## config.mk

```make
export PLATFORM = sky130hd
export DESIGN_NAME = mac_unit
export DESIGN_NICKNAME = d
export VERILOG_FILES = /design/src/common/mac_pkg.sv /design/src/hw/mac_unit.sv
export SDC_FILE = /design/constraint.sdc
export NUM_CORES = 1
export LEC_CHECK = 0
export BUFFER_PORTS_ARGS = -buffer_cell sky130_fd_sc_hd__buf_4
export CORE_AREA = 3 3 219 221
export DETAILED_ROUTE_END_ITERATION = 16
export DIE_AREA = 0 0 222 224
export PLACE_DENSITY = 0.77
export SLEW_MARGIN = 20
export SYNTH_ARGS = -nofsm -noshare
export SYNTH_HDL_FRONTEND = slang
export SYNTH_SLANG_ARGS = --single-unit
```

## constraint.sdc

```tcl
create_clock -name pclk -period 11.72 [get_ports pclk]
set_clock_uncertainty 0.05 [all_clocks]
set_input_delay 0.586 -clock pclk [delete_from_list [all_inputs] [get_ports pclk]]
set_output_delay 0.586 -clock pclk [all_outputs]
set_load 0.005 [all_outputs]
```

## src/common/mac_pkg.sv

```systemverilog
// Constants, types and state record of the multiply-accumulate unit
package mac_pkg;

  // ----------------------------------------------------------------
  // Register byte offsets
  // ----------------------------------------------------------------
  localparam logic [11:0] MAC_OFS_OPA = 12'h000;
  localparam logic [11:0] MAC_OFS_OPB = 12'h004;
  localparam logic [11:0] MAC_OFS_ACC_UP = 12'h008;
  localparam logic [11:0] MAC_OFS_ACC_MID = 12'h00C;
  localparam logic [11:0] MAC_OFS_ACC_LO = 12'h010;
  localparam logic [11:0] MAC_OFS_PROD_HI = 12'h014;
  localparam logic [11:0] MAC_OFS_PROD_LO = 12'h018;
  localparam logic [11:0] MAC_OFS_CTL = 12'h01C;
  localparam logic [11:0] MAC_OFS_IRQ_STS = 12'h020;
  localparam logic [11:0] MAC_OFS_IRQ_MSK = 12'h024;

  // ----------------------------------------------------------------
  // Field positions
  // ----------------------------------------------------------------
  localparam int unsigned MAC_CTL_SGN_BIT = 0;
  localparam int unsigned MAC_CTL_OP_LSB = 1;
  localparam int unsigned MAC_CTL_TRIG_BIT = 3;
  localparam int unsigned MAC_CTL_OVF_BIT = 8;
  localparam int unsigned MAC_CTL_BUSY_BIT = 9;
  localparam int unsigned MAC_IRQ_DONE_BIT = 0;
  localparam int unsigned MAC_IRQ_OVF_BIT = 1;

  // ----------------------------------------------------------------
  // Reset values
  // ----------------------------------------------------------------
  localparam logic [15:0] MAC_RST_WORD = 16'h0000;
  localparam logic [47:0] MAC_RST_ACC = 48'h0000_0000_0000;
  localparam logic [33:0] MAC_RST_PROD = 34'h0_0000_0000;
  localparam logic [1:0] MAC_RST_IRQ = 2'h0;
  localparam logic [31:0] MAC_RST_RDATA = 32'h0000_0000;

  // ----------------------------------------------------------------
  // Types
  // ----------------------------------------------------------------
  typedef enum logic [1:0] {
    MAC_OP_MUL = 2'b00,
    MAC_OP_ACC = 2'b01,
    MAC_OP_SUB = 2'b10,
    MAC_OP_NEG = 2'b11
  } mac_op_t;

  typedef enum logic [1:0] {
    MAC_ST_IDLE = 2'b00,
    MAC_ST_MUL = 2'b01,
    MAC_ST_ACC = 2'b10
  } mac_state_t;

  typedef struct packed {
    logic [15:0] opa;
    logic [15:0] opb;
    logic [47:0] acc;
    logic [33:0] prod;
    logic sgn;
    mac_op_t op;
    logic trig_both;
    logic ovf;
    logic a_loaded;
    logic b_loaded;
    logic run_sgn;
    mac_op_t run_op;
    mac_state_t state;
    logic [1:0] irq_sts;
    logic [1:0] irq_msk;
    logic [31:0] prdata;
    logic pready;
    logic pslverr;
    logic irq;
  } mac_regs_t;

endpackage

```

## src/hw/mac_unit.sv

```systemverilog
// Multiply-accumulate peripheral with APB register slave
//
// Functional notes
// - 16x16 plain multiply delivers the whole product one cycle after start.
// - 48-bit accumulator updates one cycle after the multiply cycle for accumulate/subtract, in it for plain and negate.
// - Seven operations; plain and negate take one cycle, accumulate/subtract two.
// - Operands go to A and B; loading them starts the chosen operation.
// - Accumulator is readable as upper, middle and lower 16-bit words.
// - Accumulator overflow is a status bit in the control/status register.
// - Plain multiply product appears in a read-only high/low result pair.
// - Accumulate/subtract results valid after one wait cycle; software waits.
// - Multiplier array reads operand registers A and B, yields 34-bit product.
// - Adder sums product with zero, or with accumulator for accumulating ops.
// - Final sum is read straight from the accumulator registers.
// - Negate/subtract complement A and correct partial products for exact result.
//
// Added by the designer: the APB register port and the placing of the registers.
module mac_unit
  import mac_pkg::*;
(
  input wire logic pclk,
  input wire logic presetn,
  input wire logic psel,
  input wire logic penable,
  input wire logic pwrite,
  input wire logic [11:0] paddr,
  input wire logic [31:0] pwdata,
  output logic [31:0] prdata,
  output logic pready,
  output logic pslverr,
  output logic irq
);

  // ----------------------------------------------------------------
  // Helpers
  // ----------------------------------------------------------------
  // Register index, 4'hF for unmapped
  function automatic logic [3:0] mac_dec(input logic [11:0] a);
    case (a)
      MAC_OFS_OPA: return 4'h0;
      MAC_OFS_OPB: return 4'h1;
      MAC_OFS_ACC_UP: return 4'h2;
      MAC_OFS_ACC_MID: return 4'h3;
      MAC_OFS_ACC_LO: return 4'h4;
      MAC_OFS_PROD_HI: return 4'h5;
      MAC_OFS_PROD_LO: return 4'h6;
      MAC_OFS_CTL: return 4'h7;
      MAC_OFS_IRQ_STS: return 4'h8;
      MAC_OFS_IRQ_MSK: return 4'h9;
      default: return 4'hF;
    endcase
  endfunction

  // ----------------------------------------------------------------
  // Control helpers
  // ----------------------------------------------------------------
  // Accumulate and subtract keep the unit busy for a second cycle,
  // and must be waited for before the accumulator is read
  function automatic logic mac_two_cycle(input mac_op_t op);
    return op == MAC_OP_ACC || op == MAC_OP_SUB;
  endfunction

  // Unsigned negate code is a plain unsigned multiply: only seven ops exist
  function automatic logic mac_negates(input logic sgn, input mac_op_t op);
    logic n;
    n = op == MAC_OP_SUB;
    if (sgn && op == MAC_OP_NEG) begin
      n = 1'b1;
    end
    return n;
  endfunction

  // Start on any write to B, or, in both-operand mode, once A and B
  // are both fresh; a start while busy is dropped but the operand is kept
  function automatic logic mac_start(
    input logic idle,
    input logic both,
    input logic a_ld,
    input logic b_ld,
    input logic [3:0] idx
  );
    logic s;
    s = 1'b0;
    if (idle && both) begin
      s = a_ld && b_ld && (idx == 4'h0 || idx == 4'h1);
    end else if (idle) begin
      s = idx == 4'h1;
    end
    return s;
  endfunction

  // ----------------------------------------------------------------
  // Arithmetic
  // ----------------------------------------------------------------
  // Shift-and-add array of 17 partial-product rows on 17-bit extended
  // operands; the top row weighs minus two to the sixteenth, which is the
  // sign correction that keeps signed and negated products exact
  function automatic logic signed [33:0] mac_array(
    input logic signed [16:0] ax,
    input logic signed [16:0] bx
  );
    logic signed [33:0] ae;
    logic signed [33:0] row [17];
    logic signed [33:0] tot;
    ae = 34'(ax);
    tot = 34'sh0;
    for (int i = 0; i < 17; i++) begin
      row[i] = bx[i] ? (ae <<< i) : 34'sh0;
    end
    row[16] = -row[16];
    for (int i = 0; i < 17; i++) begin
      tot = tot + row[i];
    end
    return tot;
  endfunction

  // The product meets only the lower 32 bits; the upper word just takes
  // the carry and the extension, so the wide adder stays 32 bits
  function automatic logic [48:0] mac_accum(
    input logic [47:0] acc,
    input logic [33:0] prod,
    input logic sgn
  );
    logic [32:0] lo;
    logic [16:0] hi;
    logic [16:0] hi_ext;
    logic [16:0] p_ext;
    lo = {1'b0, acc[31:0]} + {1'b0, prod[31:0]};
    hi_ext = sgn ? {acc[47], acc[47:32]} : {1'b0, acc[47:32]};
    p_ext = {{15{prod[33]}}, prod[33:32]};
    hi = hi_ext + p_ext + 17'(lo[32]);
    return {hi, lo[31:0]};
  endfunction

  // Signed results leave range when the two top sum bits disagree;
  // unsigned ones on a carry or borrow out of bit 47
  function automatic logic mac_ovf(input logic [48:0] s, input logic sgn);
    logic o;
    o = s[48];
    if (sgn) begin
      o = s[48] ^ s[47];
    end
    return o;
  endfunction

  // ----------------------------------------------------------------
  // Bus read-back and writes
  // ----------------------------------------------------------------
  // Control/status word: latched choices, sticky overflow and busy
  function automatic logic [31:0] mac_ctl_word(input mac_regs_t s);
    logic [31:0] w;
    w = MAC_RST_RDATA;
    w[MAC_CTL_SGN_BIT] = s.sgn;
    w[MAC_CTL_OP_LSB +: 2] = s.op;
    w[MAC_CTL_TRIG_BIT] = s.trig_both;
    w[MAC_CTL_OVF_BIT] = s.ovf;
    w[MAC_CTL_BUSY_BIT] = s.state != MAC_ST_IDLE;
    return w;
  endfunction

  // Read word of one register; unused upper bits read as zero
  function automatic logic [31:0] mac_rd(input logic [3:0] idx, input mac_regs_t s);
    logic [31:0] d;
    d = MAC_RST_RDATA;
    case (idx)
      4'h0: d[15:0] = s.opa;
      4'h1: d[15:0] = s.opb;
      4'h2: d[15:0] = s.acc[47:32];
      4'h3: d[15:0] = s.acc[31:16];
      4'h4: d[15:0] = s.acc[15:0];
      4'h5: d[15:0] = s.prod[31:16];
      4'h6: d[15:0] = s.prod[15:0];
      4'h7: d = mac_ctl_word(s);
      4'h8: d[1:0] = s.irq_sts;
      4'h9: d[1:0] = s.irq_msk;
      default: d = MAC_RST_RDATA;
    endcase
    return d;
  endfunction

  // Software writes; hardware updates later in the cycle override them
  function automatic mac_regs_t mac_wr(
    input logic [3:0] idx,
    input logic [31:0] d,
    input mac_regs_t s
  );
    mac_regs_t n;
    n = s;
    case (idx)
      4'h0: begin
        n.opa = d[15:0];
        n.a_loaded = 1'b1;
      end
      4'h1: begin
        n.opb = d[15:0];
        n.b_loaded = 1'b1;
      end
      4'h2: n.acc[47:32] = d[15:0];
      4'h3: n.acc[31:16] = d[15:0];
      4'h4: n.acc[15:0] = d[15:0];
      4'h7: begin
        n.sgn = d[MAC_CTL_SGN_BIT];
        n.op = mac_op_t'(d[MAC_CTL_OP_LSB +: 2]);
        n.trig_both = d[MAC_CTL_TRIG_BIT];
        if (d[MAC_CTL_OVF_BIT]) begin
          n.ovf = 1'b0;
        end
      end
      4'h8: n.irq_sts = s.irq_sts & ~d[1:0];
      4'h9: n.irq_msk = d[1:0];
      default: ;
    endcase
    return n;
  endfunction

  // Level interrupt from the next flags, so it rises on the same clock as a flag
  function automatic logic mac_irq(input logic [1:0] sts, input logic [1:0] msk);
    return |(sts & msk);
  endfunction

  // Negation complements A and adds B back, since -A equals ~A + 1
  function automatic logic signed [33:0] mac_mul(
    input logic [15:0] a,
    input logic [15:0] b,
    input logic sgn,
    input logic neg
  );
    logic signed [16:0] ax;
    logic signed [16:0] bx;
    logic signed [33:0] pr;
    ax = {sgn & a[15], a};
    bx = {sgn & b[15], b};
    if (neg) begin
      ax = ~ax;
    end
    // Array sees the register values directly; nothing is pipelined
    pr = mac_array(ax, bx);
    if (neg) begin
      pr = pr + 34'(bx);
    end
    return pr;
  endfunction

  // ----------------------------------------------------------------
  // State
  // ----------------------------------------------------------------
  mac_regs_t r;
  mac_regs_t r_nxt;

  logic signed [33:0] mul_p;
  logic [48:0] sum;
  logic ovf_evt;
  logic done_evt;
  logic setup;
  logic wr;
  logic start;
  logic [3:0] wr_idx;
  logic [3:0] rd_idx;
  logic neg_now;

  // ----------------------------------------------------------------
  // Outputs
  // ----------------------------------------------------------------
  assign prdata = r.prdata;
  assign pready = r.pready;
  assign pslverr = r.pslverr;
  assign irq = r.irq;

  // ----------------------------------------------------------------
  // Next-state logic
  // ----------------------------------------------------------------
  always_comb begin
    r_nxt = r;
    // Bus decode
    setup = psel & ~penable;
    wr = psel & penable & pwrite & r.pready;
    wr_idx = wr ? mac_dec(paddr) : 4'hF;
    rd_idx = mac_dec(paddr);
    ovf_evt = 1'b0;
    done_evt = 1'b0;
    start = 1'b0;

    // Datapath operands and sum
    neg_now = mac_negates(r.run_sgn, r.run_op);
    mul_p = mac_mul(r.opa, r.opb, r.run_sgn, neg_now);
    sum = mac_accum(r.acc, r.prod, r.run_sgn);

    // Zero-wait APB: ready and read data prepared during setup
    r_nxt.pready = setup;
    r_nxt.pslverr = setup && rd_idx == 4'hF;
    if (setup) begin
      r_nxt.prdata = mac_rd(rd_idx, r);
    end

    // Register writes
    r_nxt = mac_wr(wr_idx, pwdata, r_nxt);

    // Operand loading is the only start; busy ignores new triggers
    start = mac_start(r.state == MAC_ST_IDLE, r.trig_both, r_nxt.a_loaded, r_nxt.b_loaded,
      wr_idx);
    if (start) begin
      r_nxt.state = MAC_ST_MUL;
      r_nxt.run_sgn = r.sgn;
      r_nxt.run_op = r.op;
      r_nxt.a_loaded = 1'b0;
      r_nxt.b_loaded = 1'b0;
    end

    // Datapath sequencing; hardware updates win over same-cycle writes
    case (r.state)
      MAC_ST_IDLE: ;
      MAC_ST_MUL: begin
        r_nxt.prod = mul_p;
        if (mac_two_cycle(r.run_op)) begin
          r_nxt.state = MAC_ST_ACC;
        end else begin
          r_nxt.acc = {{14{mul_p[33]}}, mul_p};
          r_nxt.state = MAC_ST_IDLE;
          done_evt = 1'b1;
        end
      end
      MAC_ST_ACC: begin
        r_nxt.acc = sum[47:0];
        ovf_evt = mac_ovf(sum, r.run_sgn);
        r_nxt.state = MAC_ST_IDLE;
        done_evt = 1'b1;
      end
      default: r_nxt.state = MAC_ST_IDLE;
    endcase

    // Sticky flags: a set in the clearing cycle wins
    if (ovf_evt) begin
      r_nxt.ovf = 1'b1;
      r_nxt.irq_sts[MAC_IRQ_OVF_BIT] = 1'b1;
    end
    if (done_evt) begin
      r_nxt.irq_sts[MAC_IRQ_DONE_BIT] = 1'b1;
    end
    r_nxt.irq = mac_irq(r_nxt.irq_sts, r_nxt.irq_msk);
  end

  // ----------------------------------------------------------------
  // State register
  // ----------------------------------------------------------------
  always_ff @(posedge pclk or negedge presetn) begin
    if (!presetn) begin
      // Datapath, control and flags
      r.opa <= MAC_RST_WORD;
      r.opb <= MAC_RST_WORD;
      r.acc <= MAC_RST_ACC;
      r.prod <= MAC_RST_PROD;
      r.sgn <= 1'b0;
      r.op <= MAC_OP_MUL;
      r.trig_both <= 1'b0;
      r.ovf <= 1'b0;
      r.a_loaded <= 1'b0;
      r.b_loaded <= 1'b0;
      r.run_sgn <= 1'b0;
      r.run_op <= MAC_OP_MUL;
      r.state <= MAC_ST_IDLE;
      r.irq_sts <= MAC_RST_IRQ;
      r.irq_msk <= MAC_RST_IRQ;
      // Bus outputs stay low until the first setup
      r.prdata <= MAC_RST_RDATA;
      r.pready <= 1'b0;
      r.pslverr <= 1'b0;
      r.irq <= 1'b0;
    end else begin
      r <= r_nxt;
    end
  end

endmodule

```

Word level (Yosys, flattened, before mapping)
Cells that the tools add are included.
{ "op_classes": {"mux": 48, "n_reduce_logical": 16, "bitwise": 12, "addsub": 21, "n_eq_ne": 32} }
{ "op_table": {"columns": ["op", "count"], "rows": [
  ["34-bit 2-to-1 mux", 18],
  ["34-bit adder", 16],
  ["14-bit one-hot mux with 8 select lines", 1],
  ["48-bit one-hot mux with 2 select lines", 1],
  ["12-bit by 5-bit equality test with 1-bit output (second input constant)", 4],
  ["16-bit 2-to-1 mux", 3],
  ["48-bit 2-to-1 mux", 1],
  ["4-bit one-hot mux with 10 select lines", 1],
  ["34-bit by 17-bit adder with 34-bit output", 1],
  ["17-bit 2-to-1 mux", 2],
  ["34-bit negator", 1],
  ["32-bit by 32-bit adder with 33-bit output", 1],
  ["12-bit by 4-bit equality test with 1-bit output (second input constant)", 2],
  ["12-bit by 6-bit equality test with 1-bit output (second input constant)", 2],
  ["4-bit by 3-bit equality test with 1-bit output (second input constant)", 6],
  ["4-bit equality test (second input constant)", 5],
  ["2-bit one-hot mux with 10 select lines", 1],
  ["17-bit by 1-bit adder with 17-bit output", 1],
  ["17-bit adder", 1],
  ["17-bit inverter", 1],
  ["4-bit by 2-bit equality test with 1-bit output (second input constant)", 4],
  ["1-bit 2-to-1 mux", 13],
  ["12-bit by 3-bit equality test with 1-bit output (second input constant)", 1],
  ["12-bit zero test", 1],
  ["other kinds (21)", 41]
]} }
{ "word_totals": {"input_bits": 49, "output_inout_bits": 35, "elab_cells": 148, "regBits": 149} }

Logic depth before layout (Yosys ltp)
{ "depth": {"word_depth": 25, "ltp_mapped": 39, "mapped_depth_nobuf": 36} }

Worst setup path before layout
No wires, ideal clock.
{ "synth_timing": {"path_type": "reg2reg", "start": "register r[42] (netlist name)", "end": "register r[131] (netlist name)", "synth_period_minus_slack_ns": 9.135, "slack_ns": 2.585, "path_stages_with_launch": 38, "required_time_ns": 11.524, "setup_time_ns": 0.146, "t_arrival_ns": 8.939, "n_path_buf": 3, "path_cell_list": "dfrtp_1 > ha_1 > a21oi_4 > buf_1 > xnor2_1 > clkbuf_1 > nand2_1 > fa_1 > inv_1 > fa_1 > inv_1 > fa_1 > inv_1 > fa_1 > fa_1 > inv_1 > fa_1 > inv_1 > (+2 left out) > or3_1 > o32a_1 > o21a_1 > and2_1 > nand4_1 > a21oi_1 > xor2_1 > ha_1 > a21oi_1 > o21a_1 > o21ai_0 > a21o_1 > a21o_1 > mux2i_1 > a21boi_0 > o21ai_2 > buf_4 > o221ai_1"} }
{ "synth_lines": {"columns": ["element", "line", "rtl"], "rows": [
  ["start: declaration", "mac_unit.sv:247", "mac_regs_t r;"],
  ["start signal: assignment", "mac_unit.sv:369", "r <= r_nxt;"]
]} }

==> run summary <==
Max-slew violation count -> 0
Ports -> 84
Count leader, synth -> inv_1
TritonCTS buffer count -> 17
CTS Hold Bufs -> 0
Total Routing Usage GR -> 25.8%
Number of enable flip-flop cells after synthesis -> 0
Final hold vios -> 0
Row count -> 79
Total power -> 1280 uW
CP Launch Type -> register
Async set or reset register ratio after synthesis -> 100%
Initial drt markers -> 1633
GRT overflow -> 0
Vias per cell -> 5.94
Final net count -> 3087
Mean routed wirelength per cell -> 20.2 microns
Clock sink total -> 149
CTS tree -> yes
Fillers -> 4126
Initial antenna violation count -> 0
Met2 wire len -> 31200 microns
Synth Register Bits -> 149
Number of detailed-route iterations in the first pass -> 8
RSZ-0062 raised after global routing -> false
Max frequency -> 90.9 MHz
Req. time, crit path -> 11950 ps
Pwr/cell area -> 53.0 nW/um^2
Starting Density -> 49.4%
DRT met1 WL -> 26600 microns
Die H -> 224 microns
Syn-to-layout area delta -> 5.86%
Critical path type -> reg2reg
Leak -> 0.0114 uW
Top cell by count, worst path -> fa_1
Worst hold path class -> in2async
Minimum clock period -> 11000 ps
Design area -> 24300 sq um
# setup viols final -> 0
Area of the mapped netlist -> 22900 sq um
Syn_area_per_cell -> 8.83 sq um
Final ANT Viol Nets -> 0
Crit path max fanout -> 22
Worst Path Buf+Inv -> 6
Layout cell share with drive strength beyond 1 -> 7.33%
Sequential element share of the synthesized area -> 16.3%
DRC viols -> 0
Area contributors post-synth -> fa_1 26%, dfrtp_1 16%, ha_1 9.6%
Top sig layer -> met4
Core area -> 46400 sq um
Synth warn -> 0
Post-synthesis cell type count -> 78
PortBufs -> 51
WL final -> 64300 microns
DPL Wire Length -> 50200 microns
Min Hold Slack -> 71.1 ps
Worst-Margin Slew -> 1120 ps
Final Cycle Share -> 93.8%
CTS resizes -> 0
Placed inst area -> 23700 sq um
Number of global-route vias before repair -> 19400
Die width -> 222 microns
Dominant synthesized flop cell -> dfrtp_1
Post-synthesis instance total -> 2594
First-pass GRT wire length -> 103000 microns
Met3 WL -> 4470 microns
Top cell type's share of synthesized area -> 25.8%
Max Cap Violations -> 0
Crit path arrival time -> 11220 ps
Worst Setup End Kind -> register
Die Area -> 49700 sq um
Root buffer cell -> clkbuf_16
CP max stage cell -> xnor2_1
Clk buf depth -> 2
Worst VDD drop -> 0.0966 mV
CP peak stage delay -> 780 ps
Clk Latency, worst-skew pair -> 450 ps
Placer Congestion -> 1.03
Slew margin rel. -> 24.6%
Worst-path clk slew -> 70 ps
H-tree Lvls -> 4
Top cell family by delay on the critical path -> adder cells
Postcts setup bufs -> 0
Vias -> 18900
Largest net degree at the start of global routing -> 85
Top cells by instance count after synthesis -> 389 x inv_1, 362 x nand2_1, 295 x fa_1, 176 x ha_1, 149 x dfrtp_1
N_diodes -> 0
Final TNS setup -> 0 ps
Dominant cell type by area after synthesis -> fa_1
Status -> complete, no violations
==> metal layers <==
| layer | track usage [%] | up-vias |
|---|---|---|
| met2 | 44.1 | 792 |
| met4 | 8.81 | 0 |
| met3 | 3.64 | 145 |
| met5 | 0 | - |
| li1 | - | 8431 |
| met1 | 34.0 | 9562 |
==> kinds of logic (layout without fill, tap and decap cells) <==
family          after synthesis  count (layout)  synth area share [%]
compound gates              504             504                  13.9
xor+xnor                    134             134                  5.12
fa+ha+maj                   471             471                  35.4
buf+inv                     535             506                  9.39
flops                       149             149                  16.3
mux                         150             150                  6.98
other cells                   1              16                0.0164
simple gates                650             650                  13.0
==> registers in the layout, summed over array words and instances (netlist names) <==
signal   flops
r          130
prdata      16
pslverr      1
irq          1
pready       1
==> cell type report <==
| type | instances | area, sq um | share of cell area (%) |
|---|---|---|---|
| clock buffer | 18 | 439 | 1.81 |
| clock inverter | 14 | 120 | 0.495 |
| inverter | 391 | 1470 | 6.05 |
| multi-input combinational | 1925 | 17100 | 70.5 |
| sequential | 149 | 3730 | 15.4 |
| tap | 607 | 759 | 3.13 |
| timing repair buffer | 83 | 631 | 2.60 |
==> path summary, 6_finish.rpt <==
check	startpoint	to	slack, ps	depth (start not counted)
hold / removal	presetn	r[120]	70	1
setup reg to reg	r[43]	r[126]	720	33
max in group asynchronous	presetn	r[154]	10370	2
min in group pclk	pwdata[11]	r[144]	400	2
hold reg to reg	prdata[7]	prdata[7]	440	2
setup / recovery	r[43]	r[126]	720	33
==> report_power, final <==
part	switching [uW]	internal (uW)
Clock	257	283
Combinational	130	85.1
Sequential	8.49	522
==> through the flow <==
step	util [%]	cells	worst slack [ps]
after floorplan	-	2609	2590
after global placement	51.1	3155	1260
after detailed placement	51.1	3155	1010
after CTS	52.3	3187	994
after global routing	52.3	3187	311
final	52.3	3187	723
==> cells in the final DEF (no fill, tap or decap), types with 47 or more instances in the layout <==
cell type    n
o21ai_0    126
and2_1      70
nor2_1      91
nand2_1    362
mux2_2      47
buf_4       81
inv_1      389
a21oi_1    133
fa_1       295
mux2i_1     98
dfrtp_1    149
ha_1       175
xnor2_1     95
No activity file was read; power rests on OpenSTA's default activity.
